### config.mk
export PLATFORM = sky130hd
export DESIGN_NAME = monitor_result_registers
export DESIGN_NICKNAME = d
export VERILOG_FILES = /design/src/design/monitor_regs_pkg.sv /design/src/design/duty_output_gen.sv /design/src/design/monitor_result_registers.sv
export SDC_FILE = /design/constraint.sdc
export NUM_CORES = 1
export LEC_CHECK = 0
export ABC_AREA = 1
export BUFFER_PORTS_ARGS = -buffer_cell sky130_fd_sc_hd__buf_4
export CAP_MARGIN = 20
export CORE_UTILIZATION = 25
export DETAILED_ROUTE_END_ITERATION = 16
export PLACE_DENSITY_LB_ADDON = 0.12
export SYNTH_ARGS = -nofsm -noshare
export SYNTH_HDL_FRONTEND = slang
export SYNTH_HIERARCHICAL = 1
export SYNTH_SLANG_ARGS = --single-unit
export TNS_END_PERCENT = 100
### constraint.sdc
create_clock -name mclk -period 8.7 [get_ports mclk]
set_clock_uncertainty 0.2 [all_clocks]
set_input_delay 1.74 -clock mclk [delete_from_list [all_inputs] [get_ports mclk]]
set_output_delay 1.74 -clock mclk [all_outputs]
set_load 0.05 [all_outputs]
### src/design/monitor_regs_pkg.sv
// Register map, field positions, reset values and result formats of the monitor register bank.
package monitor_regs_pkg;

   localparam logic [4:0] ADDR_STATUS_LOW     = 5'h00;
   localparam logic [4:0] ADDR_STATUS_HIGH    = 5'h01;
   localparam logic [4:0] ADDR_CTRL_PAIR_LOW  = 5'h06;
   localparam logic [4:0] ADDR_CTRL_PAIR_HIGH = 5'h07;
   localparam logic [4:0] ADDR_DUTY_CTRL      = 5'h08;
   localparam logic [4:0] ADDR_DUTY_THRESHOLD = 5'h09;
   localparam logic [4:0] ADDR_RESULT_FIRST   = 5'h0a;
   localparam logic [4:0] ADDR_AMBIENT_HIGH   = 5'h1a;
   localparam logic [4:0] ADDR_AMBIENT_LOW    = 5'h1b;
   localparam logic [4:0] ADDR_SUPPLY_HIGH    = 5'h1c;
   localparam logic [4:0] ADDR_SUPPLY_LOW     = 5'h1d;
   localparam logic [4:0] ADDR_RESULT_LAST    = 5'h1d;

   localparam int         RESULT_PAIRS  = 10;
   localparam logic [3:0] PAIR_AMBIENT  = 4'h8;
   localparam logic [3:0] PAIR_SUPPLY   = 4'h9;
   localparam logic [3:0] PAIR_LIMIT    = 4'ha;

   localparam int FRESH_BIT          = 7;
   localparam int SIGN_BIT           = 6;
   localparam int DUTY_LSB_BIT       = 7;
   localparam int DUTY_INVERT_BIT    = 6;
   localparam int DUTY_ENABLE_BIT    = 5;
   localparam int REPEAT_BIT         = 4;
   localparam int BUSY_BIT           = 2;
   localparam int AMBIENT_FRESH_BIT  = 1;
   localparam int SUPPLY_FRESH_BIT   = 0;

   localparam logic [7:0] REG_RESET          = 8'h00;
   localparam logic [7:0] DUTY_CTRL_MASK     = 8'hfc;
   localparam logic [7:0] STATUS_HIGH_MASK   = 8'hf8;

   localparam int DUTY_WIDTH = 9;

   localparam real SINGLE_ENDED_LSB_UV = 305.18;
   localparam real DIFFERENTIAL_LSB_UV = 19.075;
   localparam real SUPPLY_OFFSET_V     = 2.5;
   localparam real TEMPERATURE_LSB_C   = 0.0625;
   localparam real DIODE_LSB_UV        = 38.15;

   typedef enum logic [2:0]
   {
      KIND_VOLTAGE     = 3'b001,
      KIND_TEMPERATURE = 3'b010,
      KIND_DIODE       = 3'b100
   } result_kind_t;

endpackage

### src/design/duty_output_gen.sv
// Duty-cycle output generator driven by the 9-bit duty threshold.
`timescale 1ns/1ps
`default_nettype none
module duty_output_gen
   import monitor_regs_pkg::*;
(
   input  wire logic                  mclk,
   input  wire logic                  rst,
   input  wire logic                  ce,
   input  wire logic [DUTY_WIDTH-1:0] threshold,
   input  wire logic                  enable,
   input  wire logic                  invert,
   output logic                       duty_out
);

   logic [DUTY_WIDTH-1:0] phase;
   logic                  next_duty;

   // A free-running phase keeps the period fixed at 512 cycles whatever the threshold.
   assign next_duty = enable ? ((phase < threshold) ^ invert) : invert;

   always_ff @(posedge mclk or posedge rst)
   begin
      if (rst)
      begin
         phase    <= '0;
         duty_out <= 1'b0;
      end
      else if (ce)
      begin
         phase    <= phase + 9'h001;
         duty_out <= next_duty;
      end
   end
endmodule
`default_nettype wire

### src/design/monitor_result_registers.sv
// Register bank of the monitor: control, duty threshold and conversion result registers.
// How it works
// - Duty threshold upper register comes out of reset as zero.
// - Nine-bit threshold: bits 8..1 in threshold register, bit 0 in control bit 7.
// - Duty output disabled and not inverted holds the pin low.
// - Duty output disabled and inverted holds the pin high.
// - A new result written into a pair sets its fresh flag.
// - Reading a result high byte clears its fresh flag.
// - Voltage high byte: fresh flag, sign, then result bits 13..8.
// - Voltage low byte holds result bits 7..0.
// - Temperature high byte: fresh flag, two unused zeros, result bits 12..8.
// - Temperature low byte holds result bits 7..0.
// - Diode high byte: fresh flag, two unused zeros, result bits 12..8.
// - Diode low byte holds result bits 7..0.
// - Single-ended voltage code is signed, one step is 2.5 V over 2^13.
// - Differential voltage step is 2.5 V over 2^17.
// - Supply result is supply minus 2.5 V at single-ended step.
// - Temperatures step one sixteenth degree; ambient result sits at 1A and 1B.
// - Diode voltages are 13-bit codes of about 38.15 uV per step.
// - Supply result sits at 1C high byte and 1D low byte.
// - Control bit 6 inverts the duty output, bit 5 enables it, both reset zero.
// - Power-on reset clears every register to zero.
`timescale 1ns/1ps
`default_nettype none
module monitor_result_registers
   import monitor_regs_pkg::*;
(
   input  wire logic         mclk,
   input  wire logic         rst,
   input  wire logic         ce,
   input  wire logic [7:0]   reg_addr,
   input  wire logic         reg_wr,
   input  wire logic [7:0]   reg_wdata,
   input  wire logic         reg_rd,
   output logic [7:0]        reg_rdata,
   output logic              reg_rvalid,
   input  wire logic         result_we,
   input  wire logic [3:0]   result_pair,
   input  wire result_kind_t result_kind,
   input  wire logic         result_sign,
   input  wire logic [13:0]  result_code,
   input  wire logic         conv_busy,
   output logic [4:0]        channel_enable,
   output logic [7:0]        chan_ctrl_low,
   output logic [7:0]        chan_ctrl_high,
   output logic              repeat_mode,
   output logic              duty_out
);

   logic [7:0]              duty_threshold_upper;
   logic [7:0]              duty_ctrl;
   logic [7:0]              status_high_ctrl;
   logic [6:0]              res_hi [RESULT_PAIRS];
   logic [7:0]              res_lo [RESULT_PAIRS];
   logic [RESULT_PAIRS-1:0] fresh;
   logic [7:0]              read_value;

   wire  [4:0]              addr = reg_addr[4:0];

   // Upper address bits are ignored, so every access folds onto the 32-entry map.
   function automatic logic is_result_addr(input logic [4:0] a);
      is_result_addr = (a >= ADDR_RESULT_FIRST) && (a <= ADDR_RESULT_LAST);
   endfunction

   function automatic logic [3:0] pair_of(input logic [4:0] a);
      logic [4:0] d;
      d = a - ADDR_RESULT_FIRST;
      pair_of = d[4:1];
   endfunction

   // The converter delivers codes already scaled and in two's complement; the bank only places bits.
   function automatic logic [6:0] format_high(input result_kind_t k, input logic s, input logic [13:0] c);
      logic [6:0] v;
      v = 7'h00;
      if (k == KIND_VOLTAGE)
         v = {s, c[13:8]};
      else
         v = {2'b00, c[12:8]};
      format_high = v;
   endfunction

   wire        rd_is_result = is_result_addr(addr);
   wire [3:0]  rd_pair      = pair_of(addr);
   wire        rd_is_high   = ~addr[0];
   wire        rd_take      = ce && reg_rd;
   wire        rd_clear     = rd_take && rd_is_result && rd_is_high;
   wire        wr_take      = ce && reg_wr;
   wire        res_take     = ce && result_we && (result_pair < PAIR_LIMIT);
   wire [6:0]  new_high     = format_high(result_kind, result_sign, result_code);
   wire [7:0]  new_low      = result_code[7:0];
   wire        fresh_at_rd  = rd_is_result ? fresh[rd_pair] : 1'b0;
   wire [7:0]  result_byte  = !rd_is_result ? REG_RESET :
                              rd_is_high ? {fresh_at_rd, res_hi[rd_pair]} : res_lo[rd_pair];
   wire [7:0]  status_low   = fresh[7:0];
   wire [7:0]  status_high  = {status_high_ctrl[7:3], conv_busy, fresh[PAIR_AMBIENT], fresh[PAIR_SUPPLY]};
   wire [DUTY_WIDTH-1:0] duty_threshold = {duty_threshold_upper, duty_ctrl[DUTY_LSB_BIT]};

   always_comb
   begin
      if (addr == ADDR_STATUS_LOW)
         read_value = status_low;
      else if (addr == ADDR_STATUS_HIGH)
         read_value = status_high;
      else if (addr == ADDR_CTRL_PAIR_LOW)
         read_value = chan_ctrl_low;
      else if (addr == ADDR_CTRL_PAIR_HIGH)
         read_value = chan_ctrl_high;
      else if (addr == ADDR_DUTY_CTRL)
         read_value = duty_ctrl;
      else if (addr == ADDR_DUTY_THRESHOLD)
         read_value = duty_threshold_upper;
      else
         read_value = result_byte;
   end

   always_ff @(posedge mclk or posedge rst)
   begin
      if (rst)
      begin
         duty_threshold_upper <= REG_RESET;
         duty_ctrl            <= REG_RESET;
         status_high_ctrl     <= REG_RESET;
         chan_ctrl_low        <= REG_RESET;
         chan_ctrl_high       <= REG_RESET;
      end
      else if (wr_take)
      begin
         if (addr == ADDR_STATUS_HIGH)
            status_high_ctrl <= reg_wdata & STATUS_HIGH_MASK;
         else if (addr == ADDR_CTRL_PAIR_LOW)
            chan_ctrl_low <= reg_wdata;
         else if (addr == ADDR_CTRL_PAIR_HIGH)
            chan_ctrl_high <= reg_wdata;
         else if (addr == ADDR_DUTY_CTRL)
            duty_ctrl <= reg_wdata & DUTY_CTRL_MASK;
         else if (addr == ADDR_DUTY_THRESHOLD)
            duty_threshold_upper <= reg_wdata;
      end
   end

   // A result arriving in the same cycle as the read that would clear its flag keeps the flag set.
   always_ff @(posedge mclk or posedge rst)
   begin
      if (rst)
      begin
         fresh <= '0;
         for (int i = 0; i < RESULT_PAIRS; i++)
         begin
            res_hi[i] <= 7'h00;
            res_lo[i] <= REG_RESET;
         end
      end
      else if (ce)
      begin
         for (int i = 0; i < RESULT_PAIRS; i++)
         begin
            if (res_take && (result_pair == 4'(i)))
            begin
               fresh[i]  <= 1'b1;
               res_hi[i] <= new_high;
               res_lo[i] <= new_low;
            end
            else if (rd_clear && (rd_pair == 4'(i)))
               fresh[i] <= 1'b0;
         end
      end
   end

   always_ff @(posedge mclk or posedge rst)
   begin
      if (rst)
      begin
         reg_rdata  <= REG_RESET;
         reg_rvalid <= 1'b0;
      end
      else if (ce)
      begin
         reg_rvalid <= reg_rd;
         if (reg_rd)
            reg_rdata <= read_value;
      end
   end

   assign channel_enable = status_high_ctrl[7:3];
   assign repeat_mode    = duty_ctrl[REPEAT_BIT];

   duty_output_gen u_duty
   (
      .mclk      (mclk),
      .rst       (rst),
      .ce        (ce),
      .threshold (duty_threshold),
      .enable    (duty_ctrl[DUTY_ENABLE_BIT]),
      .invert    (duty_ctrl[DUTY_INVERT_BIT]),
      .duty_out  (duty_out)
   );
endmodule
`default_nettype wire

# [Word-level counts from Yosys, hierarchy flattened]
# Index checks and enable logic that the tools add are counted.
[totals] memories=0 output_inout_bits=32 romBits=0 latch_bits=0 reg_bits=214 input_bits=45 ramBits=0
[classes] reduce_logical=66 multipliers=0 n_mux=38 shifts=0 div_mod_pow=0 add_sub_neg=2 eq_ne=24 magnitude_cmp=6 bitwise_logic=7
[op_table] cell="8-bit 2-to-1 mux" count=10
[op_table] cell="2-bit AND reduction" count=22
[op_table] cell="8-bit binary-select mux with 4-bit select" count=1
[op_table] cell="4-bit by 3-bit equality test with 1-bit output (second input constant)" count=8
[op_table] cell="7-bit binary-select mux with 4-bit select" count=1
[op_table] cell="1-bit logical AND" count=27
[op_table] cell="1-bit 2-to-1 mux" count=22
[op_table] cell="7-bit 2-to-1 mux" count=3
[op_table] cell="2-bit nonzero test" count=10
[op_table] cell="4-bit by 2-bit equality test with 1-bit output (second input constant)" count=4
[op_table] cell="4-bit equality test (second input constant)" count=4
[op_table] cell="5-bit by 3-bit equality test with 1-bit output (second input constant)" count=2
[op_table] cell="5-bit by 4-bit equality test with 1-bit output (second input constant)" count=2
[op_table] cell="9-bit by 1-bit adder with 9-bit output (second input constant)" count=1
[op_table] cell="9-bit less-than comparator" count=1
[op_table] cell="4-bit by 1-bit equality test with 1-bit output (second input constant)" count=2
[op_table] cell="4-bit logical NOT" count=2
[op_table] cell="6-bit AND reduction" count=1
[op_table] cell="5-bit by 1-bit equality test with 1-bit output (second input constant)" count=1
[op_table] cell="5-bit by 4-bit >= comparator with 1-bit output (second input constant)" count=1
[op_table] cell="5-bit >= comparator (second input constant)" count=1
[op_table] cell="5-bit <= comparator (second input constant)" count=1
[op_table] cell="5-bit logical NOT" count=1
[op_table] cell="4-bit by 5-bit less-than comparator with 1-bit output (second input constant)" count=1
[op_table] cell="10 further kinds" count=14

# [Depth between registers and ports, before layout]
# Gate-level depths: netlist (run 1).
[logic_depth] depth_word=13 depth_mapped=21 mapped_depth_nobuf=17

# [Modules after synthesis]
# Netlist (run 1), hierarchy kept.
[by_module_without_submodules] mod="monitor_result_registers" area_per_inst_um2=9785.6 n_inst=1 cells_per_inst=1241 seq_area_each_um2=5104.9
[by_module_without_submodules] mod="duty_output_gen" area_per_inst_um2=678.2 n_inst=1 cells_per_inst=85 seq_area_each_um2=250.2

# [Worst setup path after synthesis (run 1)]
# Ideal clock, no wire load.
[synth_path] path_type="input to register" from="input port reg_addr[1]" to="register reg_rdata[7]" arrival_time_ps=3656 path_slack_ps=4726 setup_time_ps=118 path_buffers=5 cell_stages=19 cell_sequence="buf_6 > inv_4 > buf_8 > buf_6 > buf_4 > ha_1 > inv_1 > clkbuf_1 > a21oi_1 > o21ai_1 > nand2_1 > a21oi_1 > nand3_1 > nand3_1 > nand2_1 > nand2_1 > nand4_1 > nand2_1 > nand2_1"
[synth_via] elab_chain_cells=13
[synth_lines] element="start: declaration" line_no="monitor_result_registers.sv:31" text="input wire logic [7:0] reg_addr,"
[synth_lines] element="5-bit by 4-bit subtractor with 5-bit output" line_no="monitor_result_registers.sv:67" text="d = a - ADDR_RESULT_FIRST;"
[synth_lines] element="4-bit NOT with 5-bit output (implied by the code)" line_no="monitor_result_registers.sv:93" text="rd_is_high ? {fresh_at_rd, res_hi[rd_pair]} : res_lo[rd_pair];"
[synth_lines] element="8-bit binary-select mux with 4-bit select" line_no="monitor_result_registers.sv:93"
[synth_lines] element="8-bit 2-to-1 mux (implied by the code) (2 in a row)" line_no="monitor_result_registers.sv:93"
[synth_lines] element="8-bit 2-to-1 mux" line_no="monitor_result_registers.sv:93"
[synth_lines] element="8-bit 2-to-1 mux" line_no="monitor_result_registers.sv:92" text="wire [7:0] result_byte = !rd_is_result ? REG_RESET :"
[synth_lines] element="8-bit 2-to-1 mux" line_no="monitor_result_registers.sv:110" text="else if (addr == ADDR_DUTY_THRESHOLD)"
[synth_lines] element="8-bit 2-to-1 mux" line_no="monitor_result_registers.sv:108" text="else if (addr == ADDR_DUTY_CTRL)"
[synth_lines] element="8-bit 2-to-1 mux" line_no="monitor_result_registers.sv:106" text="else if (addr == ADDR_CTRL_PAIR_HIGH)"
[synth_lines] element="8-bit 2-to-1 mux" line_no="monitor_result_registers.sv:104" text="else if (addr == ADDR_CTRL_PAIR_LOW)"
[synth_lines] element="8-bit 2-to-1 mux" line_no="monitor_result_registers.sv:102" text="else if (addr == ADDR_STATUS_HIGH)"
[synth_lines] element="8-bit 2-to-1 mux (*)" line_no="monitor_result_registers.sv:100" text="if (addr == ADDR_STATUS_LOW)"
[synth_lines] element="end signal: assignment" line_no="monitor_result_registers.sv:180" text="reg_rdata <= read_value;"
[synth_lines] element="end: declaration" line_no="monitor_result_registers.sv:35" text="output logic [7:0] reg_rdata,"
# Mark *: on every way between the ends. The rest lies on a longest branch, timed or not. The select of a mux whose other input is x is not followed.
# A chain may end at the register's enable or synchronous reset.

# [Final worst setup path (run 1)]
[layout_path] from="input port reg_addr[1]" to="register reg_rdata[6]"
[layout_via] elab_chain_cells=13
[layout_lines] element="5-bit by 4-bit subtractor with 5-bit output" line_no="monitor_result_registers.sv:67"
[layout_lines] element="4-bit NOT with 5-bit output (implied by the code)" line_no="monitor_result_registers.sv:93"
[layout_lines] element="7-bit binary-select mux with 4-bit select or 8-bit binary-select mux with 4-bit select (tied branches)" line_no="monitor_result_registers.sv:93"
[layout_lines] element="7-bit 2-to-1 mux (implied by the code) or 8-bit 2-to-1 mux (tied branches) (2 in a row)" line_no="monitor_result_registers.sv:93"
[layout_lines] element="8-bit 2-to-1 mux" line_no="monitor_result_registers.sv:93"
[layout_lines] element="8-bit 2-to-1 mux" line_no="monitor_result_registers.sv:92"
[layout_lines] element="8-bit 2-to-1 mux" line_no="monitor_result_registers.sv:110"
[layout_lines] element="8-bit 2-to-1 mux" line_no="monitor_result_registers.sv:108"
[layout_lines] element="8-bit 2-to-1 mux" line_no="monitor_result_registers.sv:106"
[layout_lines] element="8-bit 2-to-1 mux" line_no="monitor_result_registers.sv:104"
[layout_lines] element="8-bit 2-to-1 mux" line_no="monitor_result_registers.sv:102"
[layout_lines] element="8-bit 2-to-1 mux (*)" line_no="monitor_result_registers.sv:100"
# Marks and branches as above.

==> results of run 1 <==
==> how the worst max path moves through the flow <==
stage,start,depth (start not counted),slack (ns),end
final,reg_addr[1],15,4.02,reg_rdata[6]
after global routing,reg_addr[1],18,3.76,reg_rdata[2]
after CTS,reg_addr[1],15,3.93,reg_rdata[6]
after detailed placement,reg_addr[1],15,3.36,reg_rdata[6]
after global placement,reg_addr[1],15,3.40,reg_rdata[6]
after floorplan,rst,1,1.19,chan_ctrl_high[0]
==> worst max-delay path, delay by kind of cell <==
| family | cells | cell delay, ns |
|---|---|---|
| adders and majority gates | 1 | 0.45 |
| and+or+nand+nor | 9 | 0.84 |
| buffers and inverters | 4 | 1.55 |
| AOI/OAI and AO/OA | 1 | 0.30 |
==> state kept, by name (all words and copies together), names as in the netlist <==
name and flops:
duty_threshold_upper 8, res_hi 70, u_duty/duty_out 1, res_lo 80, duty_ctrl 6, u_duty/phase 9, fresh 10, chan_ctrl_high 8
reg_rdata 8, status_high_ctrl 5, reg_rvalid 1, chan_ctrl_low 8
==> cells by family (layout without fill, tap and decap cells) <==
family,Yosys count,after routing,synth area share (%)
multiplexers,1,1,0.09566
AO/OA/AOI/OAI,265,265,13.05
AND/OR/NAND/NOR,666,666,26.43
adder cells (fa/ha/maj),13,13,1.555
buffers and inverters,160,229,7.115
XOR/XNOR,7,7,0.5859
flip-flops,214,214,51.18
==> cells in the final DEF (no fill, tap or decap), types with 2 or more instances in the layout <==
cell type,synthesis,final
nand2_2,6,6
clkinv_2,0,4
ha_1,13,13
clkinv_1,2,3
nor3_1,9,9
dfrtp_1,214,214
xnor2_1,3,3
inv_2,6,6
inv_1,88,86
nor2_1,41,41
nand3_2,2,3
clkbuf_8,0,8
a21oi_1,38,38
a22oi_1,4,4
clkbuf_16,0,27
o2111ai_1,2,2
or2_2,8,8
o21ai_1,10,10
nand4_1,17,17
buf_4,8,84
nor3_2,3,3
o211ai_1,7,7
clkbuf_1,29,7
nand3_1,77,76
o21ai_0,202,202
xor2_1,4,4
nand2_1,491,491
nand2_4,2,2
nor2_2,7,7
==> power by group through the flow <==
stage               logic (mW)  clock network [mW]  registers (mW)
floorplan                0.331                   0            1.33
global placement         0.551                   0            1.28
detailed placement       0.558                   0            1.28
CTS                      0.559                1.14            1.27
global route             0.633                1.17            1.29
finish                   0.547                1.10            1.27
==> area by class of cell <==
class | count | share of cell area (%)
repair buffers | 85 | 5.357
clock buffers | 42 | 6.610
inverters | 97 | 3.045
well taps | 532 | 5.419
flip-flops and latches | 214 | 43.59
clock inverters | 5 | 0.4074
multi-input cells | 952 | 35.57
==> per-layer routing <==
metal | global-route usage [%] | vias to the layer above | routed length [um]
met2 | 25.08 | 116 | 15110
met5 | 0 | - | 0
met3 | 1.444 | 38 | 924
met4 | 4.280 | 0 | 713
li1 | - | 4396 | -
met1 | 23.77 | 4180 | 17020
==> through the flow <==
| step | instance area [um2] | instances | hold WS (ns) |
|---|---|---|---|
| 2_1_floorplan | 10460 | 1326 | 0.2457 |
| 3_3_place_gp | 11390 | 1879 | 0.2589 |
| 3_5_place_dp | 11390 | 1879 | 0.2674 |
| 4_1_cts | 12260 | 1926 | 0.2824 |
| 5_1_grt | 12280 | 1927 | 0.2960 |
| 6_report | 12280 | 1927 | 0.2799 |
==> results.json, run 1 <==
{
  "pre_cts_slack_ns": 3.359,
  "hold_buffers": 0,
  "hold_violations": 0,
  "place.gp.congestion": 0.7755,
  "ios": 77,
  "peakVddDrop_mv": 0.1163,
  "path_class": "in2reg",
  "seq_area_mm2": 0.005355,
  "nFillCells": 4431,
  "layout.nets": 1434,
  "cts_resized": 0,
  "finalCritPeriodShare_pct": 53.81,
  "cp-start-kind": "input pin",
  "overflow": 0,
  "numCtsBuffers": 26,
  "grt_pass1_vias": 8501,
  "violations": "design-rule violations",
  "hold_path.class": "reg2reg",
  "die_h_um": 206.6,
  "cts_tree": "yes",
  "die-area_mm2": 0.04268,
  "rrSetupSlack_ns": 6.78,
  "reg2reg_from": "res_hi[62]",
  "min_from": "reg_rdata[7]",
  "synth-seq-cells": 214,
  "start_util_pct": 25.51,
  "synthFlopType": "dfrtp_1",
  "endpoint_kind": "register",
  "crit_top_cell": "nand2_1",
  "worst_skew_pair.late_latency_ns": 0.55,
  "core_mm2": 0.04102,
  "synth_fp_nets": 1384,
  "maxCapViolations": 0,
  "holdPathEnd": "reg_rdata[7]",
  "clock_power_share_pct": 37.8,
  "dr.pass1.iters": 11,
  "dpl.hpwl_um": 21030,
  "grt_pass1_wl_um": 52250,
  "synth_cells": 1326,
  "drc": 5,
  "power.switching_mw": 0.9038,
  "crit_slowest_cell": "ha_1",
  "h-tree-depth": 1,
  "area_delta_synth_final_pct": 17.40,
  "seq_area_frac_synth_pct": 51.18,
  "yosys_warnings": 6,
  "slew_viol_final": 0,
  "synthTopCellsByArea": "dfrtp_1 51%, nand2_1 18%, o21ai_0 9.7%, nand3_1 3.7%, inv_1 3.2%",
  "avgSynthCellArea_um2": 7.891,
  "netlist_area_mm2": 0.01046,
  "min_period_ns": 4.681,
  "synth_most_common_cell": "nand2_1",
  "wl_per_cell_um": 17.52,
  "status": "finished, violations left",
  "setup_ws_ns": 4.019,
  "p_leak_nw": 5.892,
  "path_cells": "buf_4, inv_4, ha_1, clkinv_1, buf_4, o21ai_0, nor2_1, nor2_1, nand3_1, nand3_1, nand2_1, nand2_1, nand4_1, nand2_1, nand2_1",
  "critPathMaxFanout": 43,
  "dieWidth_um": 206.6,
  "synthTopCellsByCount": "491 x nand2_1, 214 x dfrtp_1, 202 x o21ai_0",
  "ant_nets": 0,
  "rsz0062_at_grt": "false",
  "avgViaCountPerCell": 4.530,
  "synth_top_cell_by_area": "dfrtp_1",
  "drt_iter0_markers": 582,
  "multi_input_area_mm2": 0.004369,
  "fmax_ghz": 0.2136,
  "synth.distinct_cells": 36,
  "cp.required_ns": 8.93,
  "synth-edff-count": 0,
  "cts_setup_buffers": 0,
  "worst_path_largest_cell_delay_ns": 0.45,
  "p_per_area_mw_per_mm2": 237.5,
  "clockBufferDepth": 3,
  "root_buffer": "clkbuf_16",
  "max_slew_margin_pct": 29.40,
  "std_cell_rows": 74,
  "clk_pin_slew_ns": 0.06,
  "worstHoldPathCells": 2,
  "drt_wl_total_um": 33770,
  "grtUsageTotal_pct": 16.11,
  "p_seq_share_pct": 43.4,
  "sw_frac_of_total_pct": 30.98,
  "utilization_pct": 29.95,
  "critical_path_arrival_ns": 4.91,
  "antenna_found_initial": 0,
  "drive_above_1_share_pct": 11.76,
  "max_slew.worst_pin.slew_ns": 1.055,
  "grt_max_degree": 130,
  "antenna_cells": 0,
  "synthArstFlopShare_pct": 100.0,
  "num_vias": 8730,
  "synth.top_cell.area_share_pct": 51.18,
  "r2r_end": "reg_rdata[6]",
  "tns_ns": 0,
  "cts_sinks": 214,
  "p_comb_share_pct": 18.7,
  "portBuffers": 73,
  "r2r_cells": 12,
  "power_mw": 2.917,
  "internal_power_mw": 2.014,
  "setup_viol_count_final": 0
}
Note: power is estimated with default switching activity, not from simulation.
==> inputs of run 2 (changes only) <==
==> constraint.sdc (replaced) <==
create_clock -name mclk -period 4.35 [get_ports mclk]
set_clock_uncertainty 0.2 [all_clocks]
set_input_delay 0.87 -clock mclk [delete_from_list [all_inputs] [get_ports mclk]]
set_output_delay 0.87 -clock mclk [all_outputs]
set_load 0.05 [all_outputs]
==> results.json, run 2 (synthesized netlist as in run 1, its figures left out) <==
{
  "drc": 4,
  "setup_viol_count_final": 0,
  "hold_violations": 0,
  "std_cell_rows": 74,
  "overflow": 0,
  "grtUsageTotal_pct": 16.43,
  "grt_pass1_vias": 8714,
  "hold_buffers": 0,
  "endpoint_kind": "register",
  "path_class": "in2reg",
  "rsz0062_at_grt": "false",
  "antenna_found_initial": 1,
  "mostFrequentLayoutCell": "nand2_1",
  "drt_iter0_markers": 675,
  "grt_max_degree": 69,
  "cts_tree": "yes",
  "drt_wl_total_um": 34050,
  "max_slew_margin_pct": 29.25,
  "clk_pin_slew_ns": 0.06,
  "ios": 77,
  "crit_slowest_cell": "inv_1",
  "place.gp.congestion": 0.7865,
  "cts_setup_buffers": 0,
  "area_delta_synth_final_pct": 19.22,
  "maxCapViolations": 0,
  "regMostFlops": "res_lo",
  "portBuffers": 73,
  "cp.required_ns": 4.58,
  "cp-start-kind": "input pin",
  "cts_resized": 0,
  "critPathMaxFanout": 13,
  "avgViaCountPerCell": 4.527,
  "critical_path_arrival_ns": 3.30,
  "clockBufferDepth": 3,
  "seq_area_mm2": 0.005355,
  "die_h_um": 206.6,
  "power_mw": 5.900,
  "tns_ns": 0,
  "rrSetupSlack_ns": 2.39,
  "holdWs_ns": 0.1212,
  "grt_pass1_wl_um": 53160,
  "reg_top3": "res_lo (80), res_hi (70), fresh (10)",
  "worst_skew_pair.late_latency_ns": 0.55,
  "path_cells": "buf_4, inv_1, ha_1, inv_1, buf_4, nand3_1, nand2_1, nand2_1, nand2_1, nand3_1, nand3_1, nand2_1, nand2_1, nand4_1, nand2_1, nand2_1",
  "nFillCells": 4454,
  "dr.pass1.iters": 11,
  "slew_viol_final": 0,
  "h-tree-depth": 1,
  "worst_path_largest_cell_delay_ns": 0.38,
  "antenna_cells": 0,
  "final_cell_mix": "491 x nand2_1, 214 x dfrtp_1, 202 x o21ai_0, 101 x buf_4, 87 x inv_1",
  "layout.nets": 1455,
  "hold_path.class": "in2async",
  "ant_nets": 0,
  "die-area_mm2": 0.04268,
  "min_period_ns": 3.061,
  "num_vias": 8819,
  "largest_reg_flops": 80,
  "crit_top_cell": "nand2_1",
  "dpl.hpwl_um": 21960,
  "start_util_pct": 25.51,
  "numCtsBuffers": 27,
  "root_buffer": "clkbuf_16",
  "drive_above_1_share_pct": 12.99,
  "wl_per_cell_um": 17.48,
  "fmax_ghz": 0.3266,
  "finalCritPeriodShare_pct": 70.38,
  "p_per_area_mw_per_mm2": 473.0,
  "p_leak_nw": 6.003,
  "peakVddDrop_mv": 0.2929,
  "status": "finished, violations left",
  "cts_sinks": 214,
  "max_slew.worst_pin.slew_ns": 1.060,
  "multi_input_area_mm2": 0.004364,
  "dieWidth_um": 206.6,
  "violations": "design-rule violations",
  "core_mm2": 0.04102
}
## run 2: changes by cell type in the layout (fill, tap and decap cells not counted), moves of 2 or more
cell        change
buf_12          +4
buf_4          +17
clkbuf_8        -2
clkinvlp_4      +2
## run 2: stage by stage
stage | cells | area [um2] | setup slack [ns] | util (%)
2_1_floorplan | 1326 | 10470 | 0.6357 | -
3_3_place_gp | 1900 | 11590 | 0.7151 | 28.27
3_5_place_dp | 1900 | 11590 | 0.7261 | 28.27
4_1_cts | 1948 | 12470 | 1.305 | 30.41
5_1_grt | 1948 | 12470 | 1.066 | 30.41
6_report | 1948 | 12470 | 1.289 | 30.41
## run 2: routing by layer
layer	wire length [um]	GRT usage (%)
met5	0	0
met4	813	5.016
met3	1271	1.743
met2	14860	25.44
met1	17110	23.93
## run 2: final timing paths
kind,startpoint,to,depth (start not counted)
min in group mclk,res_hi[60],res_hi[60],2
min,rst,u_duty/phase[8],2
max reg2reg,res_hi[62],reg_rdata[6],12
min reg2reg,res_hi[60],res_hi[60],2
max in group asynchronous,rst,chan_ctrl_low[7],3
max,reg_addr[2],reg_rdata[7],16
## run 2: critical path, delay by kind of cell
family | cells | cell delay (ns)
buffers and inverters | 4 | 1.03
adders and majority gates | 1 | 0.35
and+or+nand+nor | 11 | 1.05
## run 2: final cells by class
type                    instances  area share, %
repair buffers                105          6.720
multi-input cells             952          34.98
inverters                      97          2.969
well taps                     532          5.336
clock inverters                 8         0.7723
clock buffers                  40          6.289
flip-flops and latches        214          42.93
## run 2: power breakdown
| part | internal [mW] | switching (mW) |
|---|---|---|
| clock | 1.36 | 0.891 |
| sequential | 2.32 | 0.214 |
| combinational | 0.393 | 0.722 |
| total | 4.07 | 1.83 |
